$ cat src/logic/epc_params.svh
// Purpose: constants for the encoder position counter
// Assumes: 100 MHz system clock
// Notes: register byte offsets are word aligned
`ifndef EPC_PARAMS_SVH
`define EPC_PARAMS_SVH
`define EPC_OFF_CTRL 8'h00
`define EPC_OFF_STAT 8'h04
`define EPC_OFF_WRAP 8'h08
`define EPC_OFF_CMP 8'h0c
`define EPC_OFF_CNT 8'h10
`define EPC_OFF_DIV 8'h14
`define EPC_CTRL_RUN 0
`define EPC_CTRL_ZEN 1
`define EPC_CTRL_ZESEL 2
`define EPC_CTRL_CMPEN 3
`define EPC_CTRL_THREE_PHASE_ENABLE 4
`define EPC_CTRL_MODE_LO 5
`define EPC_CTRL_MODE_HI 6
`define EPC_CTRL_CLR 8
`define EPC_CTRL_SFTCAP 9
`define EPC_CTRL_TCLR_LO 10
`define EPC_CTRL_TCLR_HI 11
`define EPC_WRAP_RST 16'hffff
`define EPC_MAX16 16'hffff
`define EPC_MAX24 24'hffffff
`endif

$ cat src/logic/epc_pkg.sv
// Purpose: types for the encoder position counter
// Assumes: nothing
// Notes: none
`default_nettype none
package epc_pkg;
    typedef enum logic [1:0] {
        EPC_ENCODER,
        EPC_SENS_EVENT,
        EPC_SENS_TIMER,
        EPC_TIMER
    } epc_mode_t;
    typedef enum logic [1:0] {
        EPC_TCLR_FREE,
        EPC_TCLR_SOFT,
        EPC_TCLR_CMP,
        EPC_TCLR_TRIG
    } epc_tclr_t;
    typedef struct packed {
        logic [7:0] addr;
        logic [31:0] wdata;
        logic wr;
        logic rd;
    } epc_bus_t;
    typedef struct packed {
        logic a;
        logic b;
        logic z;
    } epc_phase_t;
endpackage
`default_nettype wire

$ cat src/logic/epc_counter.sv
// Purpose: encoder, hall sensor and timer counter, 16-bit in the position modes, 24-bit in the timer modes
// Assumes: phase inputs are already synchronous and filtered
// Notes: hall inputs U,V,W share the A,B,Z pins
//
// Added by the designer: the register offsets and the strobed register port.
`include "epc_params.svh"
`default_nettype none

module epc_counter (
    input wire logic CLK,
    input wire logic RST,
    input wire epc_pkg::epc_bus_t BUS,
    output logic [31:0] RDATA,
    input wire epc_pkg::epc_phase_t PHASE,
    output logic DIR_FLAG,
    output logic DIVIDED_PULSE_OUT,
    output logic IRQ_EVENT,
    output logic IRQ_CMP
);
    import epc_pkg::*;

    // ----------------------------------------
    // control registers
    // ----------------------------------------
    logic run_r, zen_r, zesel_r, cmpen_r, three_phase_enable_r;
    epc_mode_t mode_r;
    epc_tclr_t tclr_r;
    logic [15:0] wrap_r;
    logic [23:0] cmp_r;
    logic [15:0] div_r;
    logic [23:0] cnt_r, cnt_nxt;
    logic [23:0] cap_r;
    logic dir_r, rev_err_r, idx_seen_r, cmp_flag_r;
    logic [15:0] div_cnt_r;
    logic div_out_r;
    epc_phase_t ph_r;
    logic [31:0] rdata_r;
    logic wr_ctrl, wr_wrap, wr_cmp, wr_div, rd_stat;
    logic clr_req, sftcap_req;

    always_comb begin
        wr_ctrl = 1'b0;
        wr_wrap = 1'b0;
        wr_cmp = 1'b0;
        wr_div = 1'b0;
        rd_stat = 1'b0;
        if (BUS.wr && BUS.addr == `EPC_OFF_CTRL) begin
            wr_ctrl = 1'b1;
        end else if (BUS.wr && BUS.addr == `EPC_OFF_WRAP) begin
            wr_wrap = 1'b1;
        end else if (BUS.wr && BUS.addr == `EPC_OFF_CMP) begin
            wr_cmp = 1'b1;
        end else if (BUS.wr && BUS.addr == `EPC_OFF_DIV) begin
            wr_div = 1'b1;
        end else if (BUS.rd && BUS.addr == `EPC_OFF_STAT) begin
            rd_stat = 1'b1;
        end
    end

    assign clr_req = wr_ctrl && BUS.wdata[`EPC_CTRL_CLR];
    assign sftcap_req = wr_ctrl && BUS.wdata[`EPC_CTRL_SFTCAP];

    always_ff @(posedge CLK) begin
        if (RST) begin
            run_r <= 1'b0;
            zen_r <= 1'b0;
            zesel_r <= 1'b0;
            cmpen_r <= 1'b0;
            three_phase_enable_r <= 1'b0;
            mode_r <= EPC_ENCODER;
            tclr_r <= EPC_TCLR_FREE;
        end else if (wr_ctrl) begin
            run_r <= BUS.wdata[`EPC_CTRL_RUN];
            zen_r <= BUS.wdata[`EPC_CTRL_ZEN];
            zesel_r <= BUS.wdata[`EPC_CTRL_ZESEL];
            cmpen_r <= BUS.wdata[`EPC_CTRL_CMPEN];
            three_phase_enable_r <= BUS.wdata[`EPC_CTRL_THREE_PHASE_ENABLE];
            mode_r <= epc_mode_t'(BUS.wdata[`EPC_CTRL_MODE_HI:`EPC_CTRL_MODE_LO]);
            tclr_r <= epc_tclr_t'(BUS.wdata[`EPC_CTRL_TCLR_HI:`EPC_CTRL_TCLR_LO]);
        end
    end

    always_ff @(posedge CLK) begin
        if (RST) begin
            wrap_r <= `EPC_WRAP_RST;
            cmp_r <= 24'h000000;
            div_r <= 16'h0000;
        end else begin
            if (wr_wrap) begin
                wrap_r <= BUS.wdata[15:0];
            end
            if (wr_cmp) begin
                cmp_r <= BUS.wdata[23:0];
            end
            if (wr_div) begin
                div_r <= BUS.wdata[15:0];
            end
        end
    end

    // ----------------------------------------
    // phase decode
    // ----------------------------------------
    function automatic logic [1:0] quad_state(input logic a, input logic b);
        quad_state = {b, a ^ b};
    endfunction

    // hall position 0..5 for three-phase, -1 (7) for invalid
    function automatic logic [2:0] hall_pos(input logic u, input logic v, input logic w);
        case ({u, v, w})
            3'b100: hall_pos = 3'h0;
            3'b110: hall_pos = 3'h1;
            3'b010: hall_pos = 3'h2;
            3'b011: hall_pos = 3'h3;
            3'b001: hall_pos = 3'h4;
            3'b101: hall_pos = 3'h5;
            default: hall_pos = 3'h7;
        endcase
    endfunction

    logic [1:0] qs_now, qs_old;
    logic [2:0] hp_now, hp_old;
    logic step, step_fwd;
    logic z_rise, z_fall, idx_edge, quad_mode, sens_mode;

    always_ff @(posedge CLK) begin
        if (RST) begin
            ph_r <= '0;
        end else begin
            ph_r <= PHASE;
        end
    end

    assign quad_mode = (mode_r == EPC_ENCODER) || ((mode_r != EPC_TIMER) && !three_phase_enable_r);
    assign sens_mode = (mode_r == EPC_SENS_EVENT) || (mode_r == EPC_SENS_TIMER);
    assign z_rise = PHASE.z && !ph_r.z;
    assign z_fall = !PHASE.z && ph_r.z;

    always_comb begin
        qs_now = quad_state(PHASE.a, PHASE.b);
        qs_old = quad_state(ph_r.a, ph_r.b);
        hp_now = hall_pos(PHASE.a, PHASE.b, PHASE.z);
        hp_old = hall_pos(ph_r.a, ph_r.b, ph_r.z);
        step = 1'b0;
        step_fwd = 1'b0;
        if (quad_mode) begin
            // four states per cycle, one pulse per edge
            step = (qs_now != qs_old);
            step_fwd = (qs_now == qs_old + 2'd1);
        end else if (sens_mode && hp_now != 3'h7 && hp_old != 3'h7) begin
            // six states per cycle
            step = (hp_now != hp_old);
            step_fwd = (hp_now == ((hp_old == 3'h5) ? 3'h0 : hp_old + 3'h1));
        end
        step = step && run_r && mode_r != EPC_TIMER;
    end

    // index edge follows the rotation direction
    assign idx_edge = zen_r && (mode_r == EPC_ENCODER) && (dir_r ? z_rise : z_fall);

    // ----------------------------------------
    // direction and status flags
    // ----------------------------------------
    always_ff @(posedge CLK) begin
        if (RST) begin
            dir_r <= 1'b0;
        end else if (!run_r) begin
            dir_r <= 1'b0;
        end else if (step) begin
            dir_r <= step_fwd;
        end
    end

    always_ff @(posedge CLK) begin
        if (RST) begin
            rev_err_r <= 1'b0;
        end else if (step && mode_r == EPC_SENS_TIMER && step_fwd != dir_r) begin
            rev_err_r <= 1'b1; // set wins over read clear
        end else if (rd_stat) begin
            rev_err_r <= 1'b0;
        end
    end

    always_ff @(posedge CLK) begin
        if (RST) begin
            idx_seen_r <= 1'b0;
        end else if (idx_edge) begin
            idx_seen_r <= 1'b1;
        end else if (!run_r) begin
            idx_seen_r <= 1'b0;
        end
    end

    // ----------------------------------------
    // counter
    // ----------------------------------------
    logic timer_trig;
    assign timer_trig = zen_r && (zesel_r ? z_fall : z_rise);

    always_comb begin
        cnt_nxt = cnt_r;
        case (mode_r)
            EPC_ENCODER: begin
                if (idx_edge) begin
                    cnt_nxt = 24'h000000;
                end else if (step && step_fwd) begin
                    cnt_nxt = (cnt_r[15:0] == wrap_r) ? 24'h000000 : cnt_r + 24'h000001;
                end else if (step) begin
                    cnt_nxt = (cnt_r[15:0] == 16'h0000) ? {8'h00, wrap_r} : cnt_r - 24'h000001;
                end
            end
            EPC_SENS_EVENT: begin
                if (step && step_fwd) begin
                    cnt_nxt = {8'h00, cnt_r[15:0] + 16'h0001};
                end else if (step) begin
                    cnt_nxt = {8'h00, cnt_r[15:0] - 16'h0001};
                end
            end
            EPC_SENS_TIMER: begin
                cnt_nxt = step ? 24'h000000 : cnt_r + 24'h000001;
            end
            default: begin
                cnt_nxt = cnt_r + 24'h000001;
                if (tclr_r == EPC_TCLR_CMP && cnt_r == cmp_r) begin
                    cnt_nxt = 24'h000000;
                end else if (tclr_r == EPC_TCLR_TRIG && timer_trig) begin
                    cnt_nxt = 24'h000000;
                end
            end
        endcase
        if (clr_req) begin
            cnt_nxt = 24'h000000;
        end
        if (mode_r == EPC_ENCODER || mode_r == EPC_SENS_EVENT) begin
            cnt_nxt[23:16] = 8'h00;
        end
    end

    always_ff @(posedge CLK) begin
        if (RST) begin
            cnt_r <= 24'h000000;
        end else if (run_r || clr_req) begin
            cnt_r <= cnt_nxt;
        end
    end

    // ----------------------------------------
    // capture
    // ----------------------------------------
    logic cap_event;
    assign cap_event = (mode_r == EPC_SENS_TIMER && step) || (mode_r == EPC_TIMER && timer_trig && run_r);

    always_ff @(posedge CLK) begin
        if (RST) begin
            cap_r <= 24'h000000;
        end else if (cap_event) begin
            cap_r <= cnt_r;
        end else if (sftcap_req && (mode_r == EPC_SENS_TIMER || mode_r == EPC_TIMER)) begin
            cap_r <= cnt_r;
        end
    end

    // ----------------------------------------
    // divided pulse and interrupts
    // ----------------------------------------
    always_ff @(posedge CLK) begin
        if (RST) begin
            div_cnt_r <= 16'h0000;
            div_out_r <= 1'b0;
        end else if (step) begin
            if (div_cnt_r >= div_r) begin
                div_cnt_r <= 16'h0000;
                div_out_r <= !div_out_r;
            end else begin
                div_cnt_r <= div_cnt_r + 16'h0001;
            end
        end
    end

    logic cmp_hit, cmp_gate;
    assign cmp_gate = !(mode_r == EPC_ENCODER && zen_r && !idx_seen_r);
    assign cmp_hit = run_r && cmpen_r && cmp_gate && (cnt_r == cmp_r);

    always_ff @(posedge CLK) begin
        if (RST) begin
            cmp_flag_r <= 1'b0;
        end else begin
            cmp_flag_r <= cmp_hit;
        end
    end

    always_ff @(posedge CLK) begin
        if (RST) begin
            IRQ_EVENT <= 1'b0;
            IRQ_CMP <= 1'b0;
        end else begin
            IRQ_EVENT <= step || (mode_r == EPC_TIMER && timer_trig && run_r);
            IRQ_CMP <= cmp_hit && !cmp_flag_r;
        end
    end

    assign DIR_FLAG = dir_r;
    assign DIVIDED_PULSE_OUT = div_out_r;

    // ----------------------------------------
    // read port
    // ----------------------------------------
    always_ff @(posedge CLK) begin
        if (RST) begin
            rdata_r <= 32'h00000000;
        end else if (BUS.rd) begin
            if (BUS.addr == `EPC_OFF_CTRL) begin
                rdata_r <= {20'h00000, tclr_r, 3'b000, mode_r, three_phase_enable_r, cmpen_r, zesel_r, zen_r, run_r};
            end else if (BUS.addr == `EPC_OFF_STAT) begin
                rdata_r <= {28'h0000000, idx_seen_r, rev_err_r, cmp_flag_r, dir_r};
            end else if (BUS.addr == `EPC_OFF_WRAP) begin
                rdata_r <= {16'h0000, wrap_r};
            end else if (BUS.addr == `EPC_OFF_CMP) begin
                rdata_r <= {8'h00, cmp_r};
            end else if (BUS.addr == `EPC_OFF_CNT) begin
                // timer modes show the capture, others the live count
                rdata_r <= (mode_r == EPC_SENS_TIMER || mode_r == EPC_TIMER) ? {8'h00, cap_r} :
                    {16'h0000, cnt_r[15:0]};
            end else if (BUS.addr == `EPC_OFF_DIV) begin
                rdata_r <= {16'h0000, div_r};
            end else begin
                rdata_r <= 32'h00000000;
            end
        end else begin
            rdata_r <= 32'h00000000;
        end
    end
    assign RDATA = rdata_r;
endmodule
`default_nettype wire

$ cat config.mk
export PLATFORM = sky130hd
export DESIGN_NAME = epc_counter
export DESIGN_NICKNAME = d
export VERILOG_FILES = /design/src/logic/epc_pkg.sv /design/src/logic/epc_counter.sv
export VERILOG_INCLUDE_DIRS = /design/src /design/src/logic
export SDC_FILE = /design/constraint.sdc
export NUM_CORES = 1
export LEC_CHECK = 0
export BUFFER_PORTS_ARGS = -buffer_cell sky130_fd_sc_hd__buf_2
export CORE_MARGIN = 8
export CORE_UTILIZATION = 35
export CTS_CLUSTER_SIZE = 28
export DETAILED_ROUTE_END_ITERATION = 8
export MAX_ROUTING_LAYER = met4
export PLACE_DENSITY = 0.62
export REMOVE_ABC_BUFFERS = 1
export SETUP_SLACK_MARGIN = 0.02
export SLEW_MARGIN = 20
export SYNTH_ARGS = -nofsm -noshare
export SYNTH_HDL_FRONTEND = slang
export SYNTH_SLANG_ARGS = --single-unit
$ cat constraint.sdc
create_clock -name CLK -period 9 [get_ports CLK]
set_clock_uncertainty 0.1 [all_clocks]
set_input_delay 0.45 -clock CLK [delete_from_list [all_inputs] [get_ports CLK]]
set_output_delay 0.45 -clock CLK [all_outputs]
set_load 0.01 [all_outputs]
==> impl_results.md, run 1 <==
* Status: finished clean
* Max-slew headroom at 23.6%
* Clock power share at 49.7%
* Simple-gate share of the synthesized area at 24.5%
* Synth Area in XOR/XNOR at 7.76%
* PwrDens at 141 nW/um^2
* Mapped Cells at 1289
* Grt ovf at 0
* Commonest cells post-synth: nand2_1 (195), dfxtp_1 (163), nor2_1 (119), a21oi_1 (88)
* Net Sw Frac at 23.7%
* Max Fclk at 0.170 GHz
* Cell family with the largest share of critical-path delay: compound AO/OA/AOI/OAI gates
* Hold Path Class: primary input to register
* Share of cells above drive strength 1 at 11.0%
* CP bufs+invs at 2
* Post-synth EDFFs at 0
* First-pass GRT wire length at 50200 um
* Port bufs at 66
* Total GRT Usage at 19.0%
* Antenna-violating nets left at 0
* Peak VDD IR at 0.000125 V
* # IOs at 83
* DRT iter0 DRCs at 881
* Worst setup SP type: register
* Compound-Gate Fraction of Synth Area at 18.5%
* Dominant cell by count in the synthesized netlist: nand2_1
* Clock Path Buffers at 2
* CP peak stage delay at 0.70 ns
* Final Net Count at 1387
* TritonCTS buffer count at 17
* Synth Flop Type: dfxtp_1
* Internal power at 1.20 mW
* Vias in the first global route at 9015
* Detailed Routing Iterations Pass 1 at 8
* Worst-Margin Slew at 1.15 ns
* Post-DP HPWL at 23100 um
* Switching Power at 374 uW
* Synth top area share at 32.5%
* Hold_buf cts at 0
* Final setup violation count at 0
* Core area at 28500 um^2
* Max-Cap Viols at 0
* Initial antenna violation count at 1
* Largest family of logic cells by synthesized area: simple AND/OR/NAND/NOR gates
* Flop pwr share at 46.0%
* Largest area contributor in the netlist: dfxtp_1
* Cell breakdown of the critical path: ha_1, buf_4, inv_1, a21oi_1, nor3_1, a41o_1, nand2_1, fa_1, a211oi_1, o21ai_0, a2111oi_0, o31ai_1, a211oi_1, o21ai_0, a211oi_1
* Crit. End Element: register
* Vias per inst at 5.64
* Clock Latency Late Sink at 0.43 ns
* Ys Warns at 0
* DIE AREA at 34400 um^2
* Setup Buffers After CTS at 0
* Max-slew violations at 0
* Final Hold Fails at 0
* Yosys reg bits at 163
* Largest net degree at the start of global routing at 55
* Fin crit share at 65.3%
* Htree depth at 4
* CTS tree: built
* Critical path arrival at 6.12 ns
* Synth area leaders: dfxtp_1 (32%), nand2_1 (7.3%), ha_1 (5.1%)
* Most common cell on crit path: a211oi_1
* Post-synth cell types at 82
* Final Critical Period at 5.87 ns
* Worst Path Max Fanout at 23
* Routability Congestion at 0.919
* Clock root buffer: clkbuf_16
* Area Growth Syn to Fin at 11.3%
* Setup CP Type: register to register
* Synth Area per Inst at 7.79 um^2
* Height of the chip at 185 um
* Post-Layout Cell Count at 1696
* Static Leakage at 4.61 nW
* Residual DRC count at 0
* Critical path's slowest cell: fa_1
* Worst-path clk slew at 0.07 ns
* Critical Path RT at 9.25 ns
* Comb power frac at 4.3%
* Mux contribution to synthesized area at 5.27%
* Async SR Flop Fraction at 0%
* Synth Cell Area at 10000 um^2
* Cts repair resizes at 0
* Initial core utilization at 35.3%
* Final wirelength at 31900 um
* DR vias at 9565
* Dpl cells at 1662
* Sequential fraction of the synthesis area at 32.5%
* Cell Rows at 62
* Chip width at 185 um
* RSZ-0062 raised after global routing: no
* Adder-cell share of the synthesized area at 5.40%
* Wire per inst at 18.8 um
* TritonCTS Sinks at 163
* TNS Setup at 0 ns
[flip-flops by register name, summed over array words and instances (netlist names), 2 cells and up]
name       count
wrap_r        16
RDATA         24
tclr_r         2
cap_r         24
mode_r         2
ph_r           3
div_cnt_r     16
div_r         16
cmp_r         24
cnt_r         24
[power groups by stage]
stage,registers (mW),logic [mW],clock network [mW]
global placement,0.742,0.0657,0
finish,0.725,0.0676,0.784
global route,0.725,0.0727,0.824
detailed placement,0.742,0.0660,0
CTS,0.725,0.0664,0.790
floorplan,0.742,0.0286,0
[cell type report]
class                   instances  area, um^2
well taps                     384         480
flip-flops and latches        163        3260
fillers                      2942       17300
clock buffers                  20         457
multi-input cells             995        6210
repair buffers                 78         440
clock inverters                12         169
inverters                      43         161
diodes                          1        2.50
[worst register-to-register path, delay by kind of cell (launching register included)]
kind / cells / cell delay (ns)
AO/OA/AOI/OAI: 9 / 2.55
AND/OR/NAND/NOR: 2 / 1.15
flip-flops: 1 / 0.35
buffers and inverters: 2 / 0.74
adder cells (fa/ha/maj): 2 / 0.91
[per-stage QoR]
step                      hold WS, ns  area, um^2  power (mW)  util, %  worst slack [ns]
after floorplan                 0.292        9630       0.770        -              4.17
after global placement          0.334       10500       0.807     37.0              3.20
after detailed placement        0.333       10500       0.808     37.0              3.17
after CTS                       0.154       11100        1.58     39.2              3.14
after global routing            0.173       11200        1.62     39.3              2.66
final                           0.165       11200        1.58     39.3              3.13
[cells by family after synthesis]
logic type | after synthesis
other | 1
buffers and inverters | 138
xor gates and xnor gates | 89
DFF | 163
AOI/OAI and AO/OA | 279
and+or+nand+nor | 524
adders and majority gates | 43
muxes | 52
[worst paths after layout]
check	slack (ns)	startpoint	to	depth (start not counted)
max	3.13	mode_r[0]$_SDFFE_PP0P_	cnt_r[14]$_SDFFE_PP0P_	15
min	0.17	BUS[21]	cmp_r[19]$_SDFFE_PP0P_	3
max reg2reg	3.13	mode_r[0]$_SDFFE_PP0P_	cnt_r[14]$_SDFFE_PP0P_	15
min reg2reg	0.34	cmp_flag_r$_SDFF_PP0_	IRQ_CMP$_SDFF_PP0_	1
[layer usage]
layer	global-route usage [%]	vias up	part of all wire [%]
met3	4.37	57	9.7
met2	28.1	450	44
li1	-	4543	-
met4	5.99	0	1.9
met5	-	-	0
met1	25.2	4515	45
[placed cells by master (no fill, tap or decap), types with 7 or more instances in the layout]
cell type	instances
buf_2	66
a221oi_1	19
a21o_1	15
nor3_1	31
buf_4	11
a21oi_1	88
a31oi_1	16
a211oi_1	13
nor2b_1	12
nand4_1	16
dfxtp_1	163
ha_1	41
conb_1	8
xnor2_1	49
clkbuf_16	17
mux2_2	7
nand2b_1	8
and3_1	13
or4_1	7
o21ai_0	44
a22oi_1	10
nand2_1	195
mux2i_1	45
o211ai_1	8
nor4_1	16
nand3_1	62
o21ai_1	9
nor3b_1	8
xor2_1	40
inv_1	41
nor2_1	118
(Power assumes the default switching activity.)
==> run 2: changes to the inputs <==
Settings changed: ABC_AREA from default to 1.
Clock period 9 ns to 5.95 ns, I/O delays scaled along.
==> impl_results.md, run 2 <==
* Commonest non-fill, non-tap cell in the layout: nand2_1 (unchanged)
* Net Sw Frac at 23.5% (was 23.7%)
* Cell breakdown of the critical path: ha_1, buf_4, inv_2, a21oi_4, nand2_1, nor2_2, nand3_2, o21bai_4, nand3_4, ha_1, a21oi_1, a21boi_0, nand2_1, a21boi_0, a21oi_1, o21ai_0, o21ai_0, nor2_1, nand2_1, nand2_1, a21oi_1 (was ha_1, buf_4, inv_1, a21oi_1, nor3_1, a41o_1, nand2_1, fa_1, a211oi_1, o21ai_0, a2111oi_0, o31ai_1, a211oi_1, o21ai_0, a211oi_1)
* Fin crit share at 75.7% (was 65.3%)
* Crit. End Element: register (unchanged)
* Comb power frac at 4.6% (was 4.3%)
* Setup CP Type: register to register (unchanged)
* Initial core utilization at 35.6% (was 35.3%)
* TritonCTS Sinks at 163 (unchanged)
* TNS Setup at 0 ns (unchanged)
* Antenna-violating nets left at 0 (unchanged)
* Clock power share at 48.8% (was 49.7%)
* Share of cells above drive strength 1 at 9.58% (was 11.0%)
* Hold Path Class: primary input to register (unchanged)
* Clock Path Buffers at 2 (unchanged)
* Mapped Cells at 1669 (was 1289)
* CP peak stage delay at 0.42 ns (was 0.70 ns)
* Yosys reg bits at 163 (unchanged)
* Htree depth at 4 (unchanged)
* Async SR Flop Fraction at 0% (unchanged)
* Setup Buffers After CTS at 0 (unchanged)
* First-pass GRT wire length at 56500 um (was 50200 um)
* Setup slack after placement at 1.53 ns (was 3.17 ns)
* Routability Congestion at 0.926 (was 0.919)
* Grt ovf at 0 (unchanged)
* Final Hold Fails at 0 (unchanged)
* Hold Path Sink: cmp_r[17]$_SDFFE_PP0P_ (was cmp_r[19]$_SDFFE_PP0P_)
* Hold slack at 0.00240 ns (was 0.165 ns)
* Worst-Margin Slew at 1.03 ns (was 1.15 ns)
* Cts repair resizes at 0 (unchanged)
* Post-DP HPWL at 27000 um (was 23100 um)
* CTS tree: built (unchanged)
* Post-synth EDFFs at 0 (unchanged)
* Max-slew headroom at 31.0% (was 23.6%)
* R2R Path End: cnt_r[11]$_SDFFE_PP0P_ (was cnt_r[14]$_SDFFE_PP0P_)
* Synth Cell Area at 10900 um^2 (was 10000 um^2)
* Critical Path RT at 6.16 ns (was 9.25 ns)
* Commonest non-fill, non-tap cells in the layout: nand2_1 (385), o21ai_0 (164), dfxtp_1 (163) (was nand2_1 (195), dfxtp_1 (163), nor2_1 (118))
* Commonest cells post-synth: nand2_1 (385), o21ai_0 (164), dfxtp_1 (163), inv_1 (163), a21oi_1 (158) (was nand2_1 (195), dfxtp_1 (163), nor2_1 (119), a21oi_1 (88))
* Worst-path clk slew at 0.07 ns (about the same)
* Synth area leaders: dfxtp_1 (30%), nand2_1 (13%), o21ai_0 (7.5%) (was dfxtp_1 (32%), nand2_1 (7.3%), ha_1 (5.1%))
* Hold_buf cts at 7 (was 0)
* Sequential fraction of the synthesis area at 29.9% (was 32.5%)
* Core area at 30700 um^2 (was 28500 um^2)
* Reg2Reg Setup Slack at 1.45 ns (was 3.13 ns)
* Hold Startpoint: BUS[19] (was BUS[21])
* Post-synth cell types at 58 (was 82)
* Final worst setup slack at 1.45 ns (was 3.13 ns)
* Clock root buffer: clkbuf_16 (unchanged)
* Status: finished clean (unchanged)
* Critical path arrival at 4.71 ns (was 6.12 ns)
* Synth Area per Inst at 6.55 um^2 (was 7.79 um^2)
* Worst Path Max Fanout at 33 (was 23)
* TritonCTS buffer count at 17 (unchanged)
* Largest area contributor in the netlist: dfxtp_1 (unchanged)
* Dominant cell by count in the synthesized netlist: nand2_1 (unchanged)
* Chip width at 193 um (was 185 um)
* Area Growth Syn to Fin at 10.6% (was 11.3%)
* Residual DRC count at 0 (unchanged)
* Dpl cells at 2058 (was 1662)
* Synth Flop Type: dfxtp_1 (unchanged)
* Final Critical Period at 4.50 ns (was 5.87 ns)
* Final setup violation count at 0 (unchanged)
* Post-Layout Cell Count at 2097 (was 1696)
* Final Net Count at 1777 (was 1387)
* Ys Warns at 0 (unchanged)
* Worst Hold Depth at 3 (unchanged)
* Worst setup SP type: register (unchanged)
* Height of the chip at 193 um (was 185 um)
* Final wirelength at 36100 um (was 31900 um)
* Static Leakage at 5.41 nW (was 4.61 nW)
* Wire per inst at 17.2 um (was 18.8 um)
* DRT iter0 DRCs at 905 (was 881)
* Detailed Routing Iterations Pass 1 at 5 (was 8)
* Max-Cap Viols at 0 (unchanged)
* Vias in the first global route at 10300 (was 9015)
* Peak VDD IR at 0.000186 V (was 0.000125 V)
* Max-slew violations at 0 (unchanged)
* Port bufs at 66 (unchanged)
* # IOs at 83 (unchanged)
* Initial antenna violation count at 0 (was 1)
* Clock Latency Late Sink at 0.44 ns (was 0.43 ns)
* DR vias at 11100 (was 9565)
* Flop pwr share at 46.6% (was 46.0%)
* Ant. Diodes at 0 (was 1)
* Vias per inst at 5.31 (was 5.64)
* DIE AREA at 37100 um^2 (was 34400 um^2)
* Most common cell on crit path: nand2_1 (was a211oi_1)
* R2R cell count at 21 (was 15)
* Cell Rows at 64 (was 62)
* Switching Power at 554 uW (was 374 uW)
* PwrDens at 195 nW/um^2 (was 141 nW/um^2)
* FF-to-FF Start: mode_r[1]$_SDFFE_PP0P_ (was mode_r[0]$_SDFFE_PP0P_)
* Largest net degree at the start of global routing at 49 (was 55)
* Internal power at 1.80 mW (was 1.20 mW)
* RSZ-0062 raised after global routing: no (unchanged)
* Critical path's slowest cell: ha_1 (was fa_1)
* Synth top area share at 29.9% (was 32.5%)
* Max Fclk at 0.222 GHz (was 0.170 GHz)
* Total GRT Usage at 19.7% (was 19.0%)
run 2: area by class of cell:
cell class,instances,area (um^2)
Fill cell,3293,18600
Multi-Input combinational cell,1243,6570
Sequential cell,163,3260
Inverter,177,664
Timing Repair Buffer,86,498
Tap cell,396,495
Clock buffer,20,447
Clock inverter,12,154
run 2: cells by family (layout without fill, tap and decap cells):
family | Yosys count | after routing | share of synthesized area (%)
DFF | 163 | 163 | 29.9
AOI/OAI and AO/OA | 387 | 387 | 19.6
other | 1 | 8 | 0.0343
and+or+nand+nor | 733 | 733 | 29.5
adders and majority gates | 42 | 42 | 4.88
buffers and inverters | 270 | 295 | 10.3
xor gates and xnor gates | 73 | 73 | 5.85
run 2: power groups by stage:
stage	Combinational, mW	Sequential [mW]	Clock [mW]
final	0.108	1.10	1.15
after detailed placement	0.103	1.12	0
after floorplan	0.0576	1.12	0
after global placement	0.102	1.12	0
after global routing	0.120	1.10	1.21
after CTS	0.107	1.10	1.16
run 2: stage by stage:
step | util, % | cell area [um^2] | total power, mW
after floorplan | - | 10500 | 1.18
after global placement | 37.2 | 11400 | 1.22
after detailed placement | 37.2 | 11400 | 1.22
after CTS | 39.4 | 12100 | 2.36
after global routing | 39.4 | 12100 | 2.43
final | 39.4 | 12100 | 2.35
run 2: worst max-delay path, delay by kind of cell, from the launching register on:
kind                     cells  cell delay [ns]
adder cells (fa/ha/maj)      2             0.59
AND/OR/NAND/NOR              8             0.95
AO/OA/AOI/OAI                9             1.70
flip-flops                   1             0.38
buffers and inverters        2             0.63
run 2: worst max path at each step:
stage / start / end / depth (start not counted)
finish: mode_r[1]$_SDFFE_PP0P_ / cnt_r[11]$_SDFFE_PP0P_ / 21
global route: mode_r[1]$_SDFFE_PP0P_ / cnt_r[11]$_SDFFE_PP0P_ / 21
CTS: mode_r[1]$_SDFFE_PP0P_ / cnt_r[11]$_SDFFE_PP0P_ / 21
detailed placement: mode_r[1]$_SDFFE_PP0P_ / cnt_r[11]$_SDFFE_PP0P_ / 21
global placement: mode_r[1]$_SDFFE_PP0P_ / cnt_r[11]$_SDFFE_PP0P_ / 21
floorplan: mode_r[1]$_SDFFE_PP0P_ / cnt_r[8]$_SDFFE_PP0P_ / 20
run 2: routing by layer:
layer | global-route usage [%] | up-vias | part of all wire (%)
li1 | - | 5536 | -
met1 | 27.0 | 5147 | 46
met2 | 29.9 | 418 | 45
met3 | 3.27 | 40 | 7.2
met4 | 4.55 | 0 | 1.3
met5 | - | - | 0
